`config.mk`:
```
export PLATFORM = sky130hd
export DESIGN_NAME = timer16
export DESIGN_NICKNAME = d
export VERILOG_FILES = /design/src/common/tmr_pkg.sv /design/src/rtl/edge_sampler.sv /design/src/rtl/timer16.sv
export VERILOG_INCLUDE_DIRS = /design/src /design/src/common
export SDC_FILE = /design/constraint.sdc
export NUM_CORES = 1
export LEC_CHECK = 0
export BUFFER_PORTS_ARGS = -buffer_cell sky130_fd_sc_hd__buf_4
export CELL_PAD_IN_SITES_DETAIL_PLACEMENT = 1
export CELL_PAD_IN_SITES_GLOBAL_PLACEMENT = 1
export CORE_UTILIZATION = 30
export CTS_CLUSTER_DIAMETER = 50
export CTS_CLUSTER_SIZE = 30
export DETAILED_ROUTE_END_ITERATION = 16
export PLACE_DENSITY_LB_ADDON = 0.1
export SLEW_MARGIN = 20
export SYNTH_ARGS = -nofsm -noshare
export SYNTH_HDL_FRONTEND = slang
export SYNTH_SLANG_ARGS = --single-unit
```
`constraint.sdc`:
```
create_clock -name i_clk -period 2.8 [get_ports i_clk]
set_input_delay 0.14 -clock i_clk [delete_from_list [all_inputs] [get_ports i_clk]]
set_output_delay 0.14 -clock i_clk [all_outputs]
set_load 0.02 [all_outputs]
```
`src/common/tmr_cfg.svh`:
```
`ifndef TMR_CFG_SVH
`define TMR_CFG_SVH
// register offsets
`define OFS_FLAGS 8'h0C
`define OFS_CNT_LO 8'h0E
`define OFS_CNT_HI 8'h0F
`define OFS_CTRL 8'h10
`define OFS_ENABLES 8'h8C
// counter_control fields
`define CTL_RUN 0
`define CTL_CLKSRC 1
`define CTL_SYNC_BYPASS 2
`define CTL_OSC_EN 3
`define CTL_PS_LO 4
`define CTL_PS_HI 5
`define CTL_MASK 8'h3F
// flag and enable bit of the overflow
`define OVF_BIT 0
// compare unit special event mode code
`define CMP_MODE_SPECIAL 4'hB
// reset values and the count maximum
`define CTRL_RST 8'h00
`define BYTE_ZERO 8'h00
`define CNT_ZERO 16'h0000
`define CNT_MAX 16'hFFFF
`define PS_ZERO 3'h0
`endif

```
`src/common/tmr_pkg.sv`:
```
package tmr_pkg;
	// prescale ratio selection
	typedef enum logic [1:0] {
		PS_DIV1 = 2'b00,
		PS_DIV2 = 2'b01,
		PS_DIV4 = 2'b10,
		PS_DIV8 = 2'b11
	} prescale_t;
	// source of each counter increment
	typedef enum logic [2:0] {
		SRC_INTERNAL = 3'b001,
		SRC_EXT_SYNC = 3'b010,
		SRC_EXT_ASYNC = 3'b100
	} src_mode_t;
endpackage : tmr_pkg

```
`src/rtl/edge_sampler.sv`:
```
`timescale 1ns/1ps
// =====================================================
// two-flop synchroniser and rising-edge detector
module edge_sampler (
	// clock and reset
	input wire logic i_clk,
	input wire logic i_reset,
	// asynchronous level in
	input wire logic i_level,
	// synchronised level and rising-edge pulse
	output logic o_level,
	output logic o_rise
);
	logic meta_q;
	logic meta_d;
	logic sync_q;
	logic sync_d;
	logic prev_q;
	logic prev_d;

	// next values; first flop feeds only the second
	always_comb begin
		meta_d = i_level;
		sync_d = meta_q;
		prev_d = sync_q;
	end

	// registers
	always_ff @(posedge i_clk or posedge i_reset) begin
		if (i_reset) begin
			meta_q <= 1'b0;
			sync_q <= 1'b0;
			prev_q <= 1'b0;
		end else begin
			meta_q <= meta_d;
			sync_q <= sync_d;
			prev_q <= prev_d;
		end
	end

	assign o_level = sync_q;
	assign o_rise = sync_q & ~prev_q;
endmodule : edge_sampler

```
`src/rtl/timer16.sv`:
```
// Operation
// - sync_bypass set: external clock counted without phase-clock sync (here edges still pass the two-flop sampler; bypass drops sleep gate and trigger reset)
// - async mode keeps counting in sleep; overflow can wake processor
// - async counter is not a capture/compare time base
// - byte reads while counting async always return clean values
// - crystal_osc_enable at bit 3 enables oscillator, runs in sleep
// - compare unit in mode 1011 resets the count on trigger
// - special event reset never sets overflow_flag
// - special event reset guaranteed only in timer or synced mode
// - count write wins over a simultaneous special event trigger
// - compare value acts as period; count wraps to zero on match
// - count bytes survive all resets; only triggers clear them
// - power-on and brown-out resets clear counter_control to 00h
// - any write to a count byte clears the prescaler
// - count runs 0000h to FFFFh, wraps, wrap sets overflow_flag
// - clock_source_select picks instruction cycle or external edges
// - prescale field bits 5:4 selects 1:1, 1:2, 1:4, 1:8
// - counter_run bit 0 enables counting
//
// Chosen here: the strobed register port.
`timescale 1ns/1ps
`include "tmr_cfg.svh"
module timer16
	import tmr_pkg::*;
#(
	parameter int ADDR_W = 8
) (
	// clock and resets
	input wire logic i_clk,
	input wire logic i_reset,
	input wire logic i_por_reset,
	input wire logic i_brown_out_reset,
	// register port
	input wire logic [ADDR_W-1:0] i_addr,
	input wire logic [7:0] i_wdata,
	input wire logic i_wr,
	input wire logic i_rd,
	output logic [7:0] o_rdata,
	// instruction cycle tick and sleep state
	input wire logic i_insn_tick,
	input wire logic i_sleep,
	// external clock pins
	input wire logic i_ext_clk,
	input wire logic i_crystal_in_pin,
	output logic o_crystal_drive_pin,
	// compare units
	input wire logic [3:0] i_cmp_a_mode,
	input wire logic i_cmp_a_match,
	input wire logic [3:0] i_cmp_b_mode,
	input wire logic i_cmp_b_match,
	// count and interrupt out
	output logic [15:0] o_count,
	output logic o_irq,
	output logic o_wake
);
	// the decoder compares full 8-bit offsets
	if (ADDR_W < 8) begin : g_addr_chk
		$error("ADDR_W must be at least 8");
	end

	// =====================================================
	// external clock input
	logic [7:0] ctrl_q;
	logic osc_q;
	logic osc_d;
	logic xtal_level;
	logic xtal_rise;
	logic pin_rise;
	logic ext_rise;

	// oscillator pin only toggles while enabled, so it dies in sleep only
	// when software shuts it off
	always_comb begin
		osc_d = ctrl_q[`CTL_OSC_EN] ? ~xtal_level : 1'b0;
	end

	always_ff @(posedge i_clk or posedge i_reset) begin
		if (i_reset)
			osc_q <= 1'b0;
		else
			osc_q <= osc_d;
	end

	// both pins pass two flops before any logic chooses between them
	edge_sampler u_ext (
		.i_clk(i_clk),
		.i_reset(i_reset),
		.i_level(i_ext_clk),
		.o_level(),
		.o_rise(pin_rise)
	);

	edge_sampler u_xtal (
		.i_clk(i_clk),
		.i_reset(i_reset),
		.i_level(i_crystal_in_pin),
		.o_level(xtal_level),
		.o_rise(xtal_rise)
	);

	assign ext_rise = ctrl_q[`CTL_OSC_EN] ? xtal_rise : pin_rise;

	// =====================================================
	// control register and increment source
	logic [7:0] ctrl_d;
	logic wr_lo;
	logic wr_hi;
	logic wr_ctl;
	src_mode_t mode;

	assign wr_lo = i_wr && (i_addr[7:0] == `OFS_CNT_LO);
	assign wr_hi = i_wr && (i_addr[7:0] == `OFS_CNT_HI);
	assign wr_ctl = i_wr && (i_addr[7:0] == `OFS_CTRL);

	// source choice; bypass bit only matters on external clock
	always_comb begin
		if (!ctrl_q[`CTL_CLKSRC])
			mode = SRC_INTERNAL;
		else if (ctrl_q[`CTL_SYNC_BYPASS])
			mode = SRC_EXT_ASYNC;
		else
			mode = SRC_EXT_SYNC;
	end

	// control cleared only by power-on or brown-out reset; the plain
	// reset must leave it alone, so the register has no reset branch
	always_comb begin
		ctrl_d = ctrl_q;
		if (wr_ctl)
			ctrl_d = i_wdata & `CTL_MASK;
		if (i_por_reset || i_brown_out_reset)
			ctrl_d = `CTRL_RST;
	end

	always_ff @(posedge i_clk) begin
		ctrl_q <= ctrl_d;
	end

	// =====================================================
	// prescaler and counter
	logic [2:0] ps_q;
	logic [2:0] ps_d;
	logic [15:0] cnt_q;
	logic [15:0] cnt_d;
	logic ovf_q;
	logic ovf_d;
	logic [7:0] ien_q;
	logic [7:0] ien_d;
	logic in_pulse;
	logic ps_out;
	logic trig;
	logic trig_ok;

	// async edges keep arriving in sleep; synced path halts in sleep
	always_comb begin
		case (mode)
			SRC_INTERNAL: in_pulse = i_insn_tick && !i_sleep;
			SRC_EXT_SYNC: in_pulse = ext_rise && !i_sleep;
			SRC_EXT_ASYNC: in_pulse = ext_rise;
			default: in_pulse = 1'b0;
		endcase
	end

	always_comb begin
		case (prescale_t'(ctrl_q[`CTL_PS_HI:`CTL_PS_LO]))
			PS_DIV1: ps_out = in_pulse;
			PS_DIV2: ps_out = in_pulse && (ps_q[0] == 1'b1);
			PS_DIV4: ps_out = in_pulse && (ps_q[1:0] == 2'b11);
			PS_DIV8: ps_out = in_pulse && (ps_q == 3'b111);
			default: ps_out = in_pulse;
		endcase
	end

	// special event from either compare unit
	assign trig = (i_cmp_a_match && i_cmp_a_mode == `CMP_MODE_SPECIAL) ||
		(i_cmp_b_match && i_cmp_b_mode == `CMP_MODE_SPECIAL);
	// trigger not honoured in async counter mode
	assign trig_ok = trig && (mode != SRC_EXT_ASYNC);

	always_comb begin
		ps_d = ps_q;
		cnt_d = cnt_q;
		ovf_d = ovf_q;
		ien_d = ien_q;
		// run bit gates the prescaler and count
		if (ctrl_q[`CTL_RUN] && in_pulse)
			ps_d = ps_q + 3'h1;
		if (ctrl_q[`CTL_RUN] && ps_out) begin
			cnt_d = cnt_q + 16'h0001;
			if (cnt_q == `CNT_MAX)
				ovf_d = 1'b1;
		end
		if (trig_ok)
			cnt_d = `CNT_ZERO;
		// write beats trigger; write clears prescaler
		if (wr_lo) begin
			cnt_d[7:0] = i_wdata;
			ps_d = `PS_ZERO;
		end
		if (wr_hi) begin
			cnt_d[15:8] = i_wdata;
			ps_d = `PS_ZERO;
		end
		// flag write; a same-cycle overflow still sets it
		if (i_wr && i_addr[7:0] == `OFS_FLAGS)
			ovf_d = i_wdata[`OVF_BIT] ||
				(ctrl_q[`CTL_RUN] && ps_out && cnt_q == `CNT_MAX);
		if (i_wr && i_addr[7:0] == `OFS_ENABLES)
			ien_d = i_wdata;
	end

	always_ff @(posedge i_clk or posedge i_reset) begin
		if (i_reset) begin
			ps_q <= `PS_ZERO;
			ovf_q <= 1'b0;
			ien_q <= `BYTE_ZERO;
		end else begin
			ps_q <= ps_d;
			ovf_q <= ovf_d;
			ien_q <= ien_d;
		end
	end

	// count has no reset branch: all resets leave it alone
	always_ff @(posedge i_clk) begin
		cnt_q <= cnt_d;
	end

	// =====================================================
	// read port and outputs
	logic [7:0] rdata_d;
	logic [7:0] rdata_q;
	logic irq_q;
	logic irq_d;
	logic [15:0] cnt_out_q;

	// reads come from the clock-domain count, never torn
	always_comb begin
		rdata_d = `BYTE_ZERO;
		if (i_rd) begin
			case (i_addr[7:0])
				`OFS_FLAGS: rdata_d = {7'h00, ovf_q};
				`OFS_CNT_LO: rdata_d = cnt_q[7:0];
				`OFS_CNT_HI: rdata_d = cnt_q[15:8];
				`OFS_CTRL: rdata_d = ctrl_q;
				`OFS_ENABLES: rdata_d = ien_q;
				default: rdata_d = `BYTE_ZERO;
			endcase
		end
	end

	// interrupt gated by enable; same line wakes from sleep
	always_comb begin
		irq_d = ovf_d && ien_d[`OVF_BIT];
	end

	always_ff @(posedge i_clk or posedge i_reset) begin
		if (i_reset) begin
			rdata_q <= `BYTE_ZERO;
			irq_q <= 1'b0;
			cnt_out_q <= `CNT_ZERO;
		end else begin
			rdata_q <= rdata_d;
			irq_q <= irq_d;
			cnt_out_q <= cnt_d;
		end
	end

	assign o_rdata = rdata_q;
	assign o_irq = irq_q;
	assign o_wake = irq_q;
	assign o_count = cnt_out_q;
	assign o_crystal_drive_pin = osc_q;
endmodule : timer16

```
* After elaboration in Yosys (flattened, before gate mapping)
Index checks and enable logic that the tools add are counted.
** Storage, ports and cells
- Memories kept :: 0
- Input bits :: 36
- Memory bits (read-only) :: 0
- Output and inout port bits :: 27
- Word-level logic and storage cells :: 82
- Register bits after elaboration :: 66
- RAM bits :: 0
- Bits in latches :: 0
** Cells by class
- Add/sub/neg operators :: 2
- Reductions and logical operators :: 23
- Multiplexer cells :: 19
- $mul :: 0
- Divide/modulo/power cells :: 0
- Shift-type cells :: 0
- Order comparisons :: 0
- Eq/ne operators :: 17
- Bitwise gates (word level) :: 5
** Operator list (number)
- one-hot mux 8 bit (5 select lines) :: 1
- two-way mux 16 bit :: 2
- equality test 8 x 4 -> 1 bit, second input constant :: 3
- two-way mux 8 bit :: 3
- logical AND 1 bit :: 17
- adder 16 x 1 -> 16 bit, second input constant :: 1
- equality test 16 bit, second input constant :: 1
- two-way mux 3 bit :: 5
- equality test 4 bit, second input constant :: 2
- equality test 8 x 5 -> 1 bit, second input constant :: 1
- equality test 8 bit, second input constant :: 1
- equality test 2 bit, second input constant :: 3
- equality test 3 bit, second input constant :: 2
- two-way mux 1 bit :: 6
- one-hot mux 1 bit (4 select lines) :: 1
- adder 3 x 1 -> 3 bit, second input constant :: 1
- equality test 3 x 1 -> 1 bit, second input constant :: 1
- equality test 3 x 2 -> 1 bit, second input constant :: 1
- logical OR 1 bit :: 3
- inequality test 3 bit, second input constant :: 1
- inverter 1 bit :: 3
- one-hot mux 1 bit (3 select lines) :: 1
- nonzero test 3 bit :: 1
- bitwise AND 1 bit :: 2
- 3 further kinds :: 3

* Logic depth before layout (Yosys ltp)
Gate-level depths: netlist (run 1).
- Word-level depth :: 12
- Mapped depth :: 8
- Mapped depth without buffers :: 7

* Hierarchy
A second synthesis (run 1) with hierarchy kept.
** Second synthesis, totals
- Cells, all modules :: 276
- Area, all modules :: 2864.0 um2
** Modules (own cells, without submodules)
- timer16 :: cells an instance 266, sequential area each 1391.3 um2, times used 1, area an instance 2678.8 um2
- edge_sampler :: cells an instance 5, sequential area each 75.1 um2, times used 2, area an instance 92.6 um2

* Worst setup path after synthesis (run 1)
OpenSTA, ideal clock, no wires.
- Path kind :: register -> register
- Start :: register ps_q[0]
- End :: register cnt_out_q[14], in the netlist o_count[14]
- Setup time :: 0.072 ns
- Stages on the path, launching flop included :: 9
- Arrival :: 2.054 ns
- Period minus slack after synthesis :: 2.127 ns
- Path buffers :: 1
- Data required time :: 2.728 ns
- Path slack :: 0.673 ns
- Cell sequence :: dfrtp_1 -> ha_1 -> ha_1 -> mux2i_1 -> a21o_1 -> buf_6 -> or4_4 -> or4_1 -> nand3_1
** On the way
- Word-level cells in the longest chain between the ends :: 7
- Elaborated cells on any way between the ends :: 10
- Those cells by class :: 2 x eq/ne; 4 x mux; 4 x reduce/logical
** RTL lines
- start: declaration :: line timer16.sv:141 : logic [2:0] ps_q;
- start signal: assignment :: line timer16.sv:214 : ps_q <= `PS_ZERO;
- start signal: assignment :: line timer16.sv:218 : ps_q <= ps_d;
- equality test 3 bit or equality test 2 bit (tied branches) :: line timer16.sv:169, timer16.sv:168
- logical AND 1 bit (on tied branches) :: line timer16.sv:169, timer16.sv:168
- one-hot mux 1 bit (4 select lines) * :: line timer16.sv:165 : case (prescale_t'(ctrl_q[`CTL_PS_HI:`CTL_PS_LO]))
- logical AND 1 bit * :: line timer16.sv:188 : if (ctrl_q[`CTL_RUN] && ps_out) begin
- two-way mux 16 bit * :: line timer16.sv:188
- two-way mux 16 bit * :: line timer16.sv:193 : if (trig_ok)
- two-way mux 8 bit * :: line timer16.sv:200 : if (wr_hi) begin
- named net cnt_d[14] :: line timer16.sv:144 : logic [15:0] cnt_d;
- end signal: assignment :: line timer16.sv:261 : cnt_out_q <= `CNT_ZERO;
- end signal: assignment :: line timer16.sv:265 : cnt_out_q <= cnt_d;
- end: declaration :: line timer16.sv:235 : logic [15:0] cnt_out_q;
Mark *: on every way through the listed nets, which the timed path passes. The rest lies on a longest branch.
A chain may end at the register's enable or synchronous reset.

* Worst setup path after layout (run 1)
Ends and elaborated chain as after synthesis.

==> results of run 1 <==
==> cells by family after synthesis <==
family,after synthesis
mux,19
buf+inv,13
xor+xnor,11
compound gates,53
flops,66
fa+ha+maj,3
simple gates,123
==> flip-flops by register name, summed over array words and instances (netlist names) <==
signal / count
cnt_q: 16
ctrl_q: 6
ien_q: 8
o_count: 16
o_crystal_drive_pin: 1
o_irq: 1
o_rdata: 8
ovf_q: 1
ps_q: 3
u_ext.meta_q: 1
u_ext.o_level: 1
u_ext.prev_q: 1
u_xtal.meta_q: 1
u_xtal.o_level: 1
u_xtal.prev_q: 1
==> where the power goes <==
part	switching, mW	internal (mW)
clock	0.373	0.409
combinational	0.0685	0.0615
sequential	0.0135	0.968
==> synthesized netlist by cell type (4+ instances only) <==
library cell	count	area, sq um
dfrtp_1	44	1100
nand2_1	31	116
nand3_1	24	120
dfxtp_1	22	440
mux2_2	14	158
o21ai_0	14	70.1
nor2_1	13	48.8
a21oi_1	12	60.1
nor4_1	8	50.1
and3_1	7	43.8
nand4_1	7	43.8
xnor2_1	7	61.3
a22oi_1	5	37.5
mux2i_1	5	50.1
a22o_1	4	35.0
and2_1	4	25.0
o211ai_1	4	30.0
or4_1	4	30.0
xor2_1	4	35.0
==> cell type report <==
| cell class | instances | area, sq um | area share [%] |
|---|---|---|---|
| multi-input cells | 209 | 1380 | 36.2 |
| inverters | 2 | 8.76 | 0.229 |
| flip-flops and latches | 66 | 1540 | 40.4 |
| well taps | 133 | 166 | 4.36 |
| clock buffers | 11 | 131 | 3.44 |
| repair buffers | 70 | 533 | 14.0 |
| clock inverters | 5 | 55.1 | 1.44 |
==> stage by stage <==
step           std cells  total power [mW]  hold slack (ps)  setup slack [ps]
3_5_place_dp         477              1.13              250               514
3_3_place_gp         477              1.13              249               575
4_1_cts              495              1.92             25.8               488
5_1_grt              496              1.98             32.9               375
6_report             496              1.89             36.3               499
2_1_floorplan        288              1.05              171               673
==> per-layer routing <==
metal,GRT usage [%],wire [um],up-vias
met5,0,0,-
met4,6.59,133,0
met3,3.56,262,11
met2,29.9,4150,40
met1,25.3,4310,1246
li1,-,-,1207
==> layout by cell type, fill, tap and decap left out, types with 3 or more instances in the layout <==
cell,count
dfxtp_1,22
mux2_2,14
nor2_1,13
a22o_1,4
o21ai_0,14
nand4_1,7
dfrtp_1,44
a32oi_1,3
nand2_1,31
or4_1,4
clkbuf_8,9
o211ai_1,4
a21oi_1,12
nor4_1,8
nand3_1,24
buf_4,67
xnor2_1,7
nand3b_1,3
mux2i_1,5
nor2b_1,3
and2_1,4
ha_1,3
dlygate4sd3_1,3
a22oi_1,5
xor2_1,4
and3_1,7
clkinv_2,3
a21o_1,3
and4_1,3
==> worst max path at each step <==
stage | start | endpoint | slack (ps) | cells after the start
after floorplan | ps_q[0] | o_count[14] | 670 | 8
after global placement | ps_q[0] | o_count[14] | 580 | 7
after detailed placement | ps_q[0] | o_count[14] | 510 | 7
after CTS | ps_q[0] | o_count[14] | 490 | 7
after global routing | ps_q[0] | o_count[14] | 370 | 7
final | ps_q[0] | o_count[14] | 500 | 7
==> impl_metrics.json, run 1 <==
{
  "outcome": "complete, no violations",
  "drc": 0,
  "period_share_pct": 82.2,
  "crit_type": "flip-flop to flip-flop",
  "min_from": "i_rd",
  "synthXorXnorAreaFrac_pct": 3.21,
  "whs_path_depth": 2,
  "p_leak_nw": 1.68,
  "clock-sinks": 66,
  "r2r_cells": 7,
  "fin_nets": 397,
  "die_w_um": 102,
  "post_cts_buffers": 0,
  "coreArea_sq_um": 9730,
  "num_vias": 2504,
  "grt.overflow.total": 0,
  "synth_nets": 327,
  "ys_seq_area_share_pct": 51.3,
  "clk-insertion-delay-late_ps": 350,
  "via_per_inst": 5.05,
  "hold_class": "primary input to flip-flop",
  "critPathTopFamily": "simple AND/OR/NAND/NOR gates",
  "critPathSlowestCell": "or4_4",
  "tightest_slew_ps": 792,
  "setup_viol": 0,
  "min_to": "o_rdata[6]",
  "yosys_most_used_dff": "dfrtp_1",
  "area_growth_pct": 27.1,
  "worstSetupEndpointType": "flip-flop",
  "ios": 63,
  "cts_root_buf": "clkbuf_8",
  "holdBufCountCts": 2,
  "grt_pass1_vias": 2472,
  "n_fill_cell": 1130,
  "synth_top_family_by_area": "simple AND/OR/NAND/NOR gates",
  "design_area_sq_um": 3820,
  "synth_compound_area_share_pct": 11.4,
  "die_h_um": 102,
  "ys_ff_latch": 66,
  "crit_path_start_kind": "flip-flop",
  "reg2reg_to": "o_count[14]",
  "port-buffer-count": 62,
  "htreeDepth": 3,
  "maxSlewViolCount": 0,
  "cts_tree": "built",
  "slew_headroom_pct": 47.1,
  "gp_congestion": 0.777,
  "numCtsBuffers": 9,
  "start_util_pct": 30.9,
  "drv_cap": 0,
  "finalHoldViolCount": 0,
  "cts_resized": 0,
  "avgSynthCellArea_sq_um": 10.4,
  "netlist_instances": 288,
  "yosys.area_share.simple_pct": 23.2,
  "final_antenna_net_count": 0,
  "r2r_start": "ps_q[0]",
  "dieArea_sq_um": 10400,
  "crit_chain": "ha_1 > ha_1 > mux2i_1 > a21o_1 > or4_4 > or4_1 > nand3_1",
  "max_stage_delay_ps": 530,
  "fin_skew_ps": 11.4,
  "cts_buffer_depth": 2,
  "p_per_area_nw_per_um2": 495,
  "synth_edf_count": 0,
  "grt_first_pass_wirelength_um": 14000,
  "period_minus_slack_ps": 2300,
  "cp_max_fo": 9,
  "final_util_pct": 39.3,
  "yosys_warnings": 0,
  "wl_per_cell_um": 17.9,
  "ir_drop_mv": 0.204,
  "synthArstFlopShare_pct": 66.7,
  "fmax_mhz": 435,
  "place_area_sq_um": 3600,
  "ys_types": 53,
  "cp.required_ps": 3070,
  "grtUsageTotal_pct": 18.7,
  "rows": 36,
  "drt_iter0_markers": 80,
  "wirelength_um": 8860,
  "drt-pass1-iter-count": 4,
  "cpMostUsedCell": "ha_1",
  "cts.clk_slew.worst_paths_ps": 70,
  "grt_max_degree": 45,
  "synthMuxAreaShare_pct": 6.91,
  "synth.cell_area_sq_um": 3010,
  "synth_adder_area_share_pct": 1.25,
  "antenna_found_initial": 0,
  "critPathBufInv": 0,
  "final_layout_size_suffix_gt1_share_pct": 28.9,
  "hpwl_um": 6580,
  "num_antenna_cells": 0,
  "reg2reg_slack_ps": 500,
  "cp.arrival_ps": 2580,
  "rsz0062_at_grt": "false",
  "tns_ps": 0
}
Note: power is estimated with default switching activity, not from simulation.
==> run 2, diff against run 1 <==
ABC_AREA = 1   (was not set)
clock period = 2.35 ns   (was 2.8 ns; I/O delays follow)
==> run 2 against run 1 <==
  * Clock power grew 51%
  * Power grew 41%
  * Synthesized cell count grew 48%
  * Clock skew shrank 4.3 ps
  * Fmax grew 36%
  * First-iteration DRC count grew 43%
  * Register-to-register slack gained 160 ps
  * Sequential power grew 25%
  * Critical path depth grew 4
  * Largest power group unchanged
  * Highest routed layer unchanged
==> impl_metrics.json, run 2 <==
{
  "grt.busiest_layer": "met2",
  "slew_headroom_pct": 64.4,
  "met2_usage_pct": 35.0,
  "ys_top_cells_by_count": "151 x nand2_1, 53 x inv_1, 48 x nor2_1",
  "port-buffer-count": 62,
  "tightest_slew_ps": 533,
  "hold_class": "primary input to flip-flop",
  "cts.clk_slew.worst_paths_ps": 80,
  "final_common_cell": "nand2_1",
  "worstSetupEndpointType": "flip-flop",
  "grt_max_degree": 25,
  "rows": 36,
  "final_util_pct": 40.4,
  "die_h_um": 104,
  "gp_congestion": 0.802,
  "r2r_start": "ps_q[0]",
  "rsz0062_at_grt": "false",
  "wirelength_um": 9700,
  "hpwl_um": 7540,
  "ys_top_cells_by_area": "dfrtp_1 35%, nand2_1 18%, dfxtp_1 14%",
  "fin_hold_ws_ps": 16.5,
  "crit_type": "flip-flop to flip-flop",
  "num_vias": 2980,
  "netlist_instances": 425,
  "synth.cell_area_sq_um": 3130,
  "fin_nets": 538,
  "num_antenna_cells": 0,
  "grt_first_pass_wirelength_um": 16000,
  "ys_seq_area_share_pct": 49.3,
  "cp.arrival_ps": 1920,
  "start_util_pct": 31.4,
  "grt_pass1_vias": 3107,
  "synth_nets": 464,
  "endpoint": "o_count[8]",
  "reg2reg_to": "o_count[8]",
  "grtUsageMet1_pct": 23.0,
  "p_per_area_nw_per_um2": 664,
  "wl_per_cell_um": 15.2,
  "cp.required_ps": 2580,
  "yosys_warnings": 0,
  "place_inst": 617,
  "period_minus_slack_ps": 1690,
  "setup_viol": 0,
  "die_w_um": 104,
  "clk-insertion-delay-late_ps": 350,
  "globalRouteMet3Util_pct": 3.82,
  "grtUsageTotal_pct": 19.2,
  "synth_most_common_cell": "nand2_1",
  "clock-sinks": 66,
  "cts_tree": "built",
  "post_cts_buffers": 0,
  "yosys_most_used_dff": "dfrtp_1",
  "ys_types": 25,
  "cts_resized": 0,
  "fin_skew_ps": 7.09,
  "synthArstFlopShare_pct": 66.7,
  "yosys.area.top_type": "dfrtp_1",
  "antenna_found_initial": 0,
  "period_share_pct": 72.1,
  "whs_path_depth": 3,
  "drc": 0,
  "cts_buffer_depth": 2,
  "synth_edf_count": 0,
  "cp-startpoint": "ps_q[0]",
  "crit_path_start_kind": "flip-flop",
  "htreeDepth": 3,
  "layout_common_cells": "151 x nand2_1, 66 x buf_4, 52 x inv_1, 48 x nor2_1, 44 x dfrtp_1",
  "via_per_inst": 4.68,
  "cp_max_fo": 14,
  "drv_cap": 0,
  "ios": 63,
  "reg2reg_slack_ps": 660,
  "layoutNonFillerInstCount": 637,
  "drt-pass1-iter-count": 4,
  "r2r_cells": 11,
  "avgSynthCellArea_sq_um": 7.36,
  "drt_iter0_markers": 114,
  "tns_ps": 0,
  "maxSlewViolCount": 0,
  "outcome": "complete, no violations",
  "dieArea_sq_um": 10800,
  "coreArea_sq_um": 9950,
  "numCtsBuffers": 9,
  "fmax_mhz": 590,
  "finalHoldViolCount": 0,
  "ir_drop_mv": 0.319,
  "power.total_mw": 2.67,
  "yosysTopAreaCellShare_pct": 35.2,
  "grt.overflow.total": 0,
  "cts_root_buf": "clkbuf_8",
  "holdBufCountCts": 4,
  "final_antenna_net_count": 0,
  "p_leak_nw": 2.01,
  "area_growth_pct": 28.5,
  "ys_ff_latch": 66,
  "final_layout_size_suffix_gt1_share_pct": 17.9
}
-- run 2: changes by cell type after synthesis, sizes merged, moves of 8 or more --
cell | previous run | this run
o21ai | 15 | 29
nor4 | 8 | 0
inv | 2 | 54
nand2 | 31 | 152
nor2 | 13 | 52
mux2 | 14 | 0
-- run 2: worst min path at each step --
stage	start	slack [ps]	to
6_report	i_wdata[6]	20	ien_q[6]
5_1_grt	i_rd	20	o_rdata[6]
4_1_cts	i_wdata[6]	10	ien_q[6]
3_5_place_dp	i_reset	220	o_count[11]
3_3_place_gp	i_reset	220	o_count[11]
2_1_floorplan	i_ext_clk	150	u_ext.meta_q
-- run 2: report_power, final --
| group | total [mW] | switching, mW | internal [mW] |
|---|---|---|---|
| logic | 0.258 | 0.151 | 0.107 |
| clock network | 1.18 | 0.479 | 0.705 |
| registers | 1.23 | 0.0427 | 1.18 |
| total | 2.67 | 0.673 | 2.00 |
-- run 2: critical path, stage by stage (launching register included) --
cell and delay (ps):
dfrtp_1 400, ha_1 220, ha_1 180, nand3_1 80, nand2_1 50, nor2_1 120, nor2_2 70, buf_4 180
nand2_1 70, o21ai_0 80, nand2_1 70, nand2_1 80
-- run 2: area by class of cell --
class | count | area [sq um]
fill | 1268 | 5930
multi-input combinational | 298 | 1330
timing repair buffer | 70 | 536
tap | 133 | 166
clock inverter | 7 | 118
sequential | 66 | 1540
clock buffer | 9 | 124
inverter | 54 | 203
-- run 2: stage by stage --
step | setup WS, ps | area, sq um
5_1_grt | 444 | 4020
3_5_place_dp | 665 | 3740
4_1_cts | 645 | 4020
6_report | 656 | 4020
3_3_place_gp | 713 | 3740
2_1_floorplan | 756 | 3130
-- run 2: cells by family after synthesis --
| logic type | count (synthesis) | share of synthesized area [%] |
|---|---|---|
| XOR/XNOR | 6 | 1.68 |
| AND/OR/NAND/NOR | 243 | 31.6 |
| buffers and inverters | 61 | 8.12 |
| adder cells (fa/ha/maj) | 3 | 1.20 |
| AO/OA/AOI/OAI | 46 | 8.08 |
| flip-flops | 66 | 49.3 |
-- run 2: per-layer routing --
metal	share of wire, %	vias to the layer above
met3	4.4	8
met5	0	-
met1	43	1437
met2	52	51
li1	-	1484
met4	0.72	0
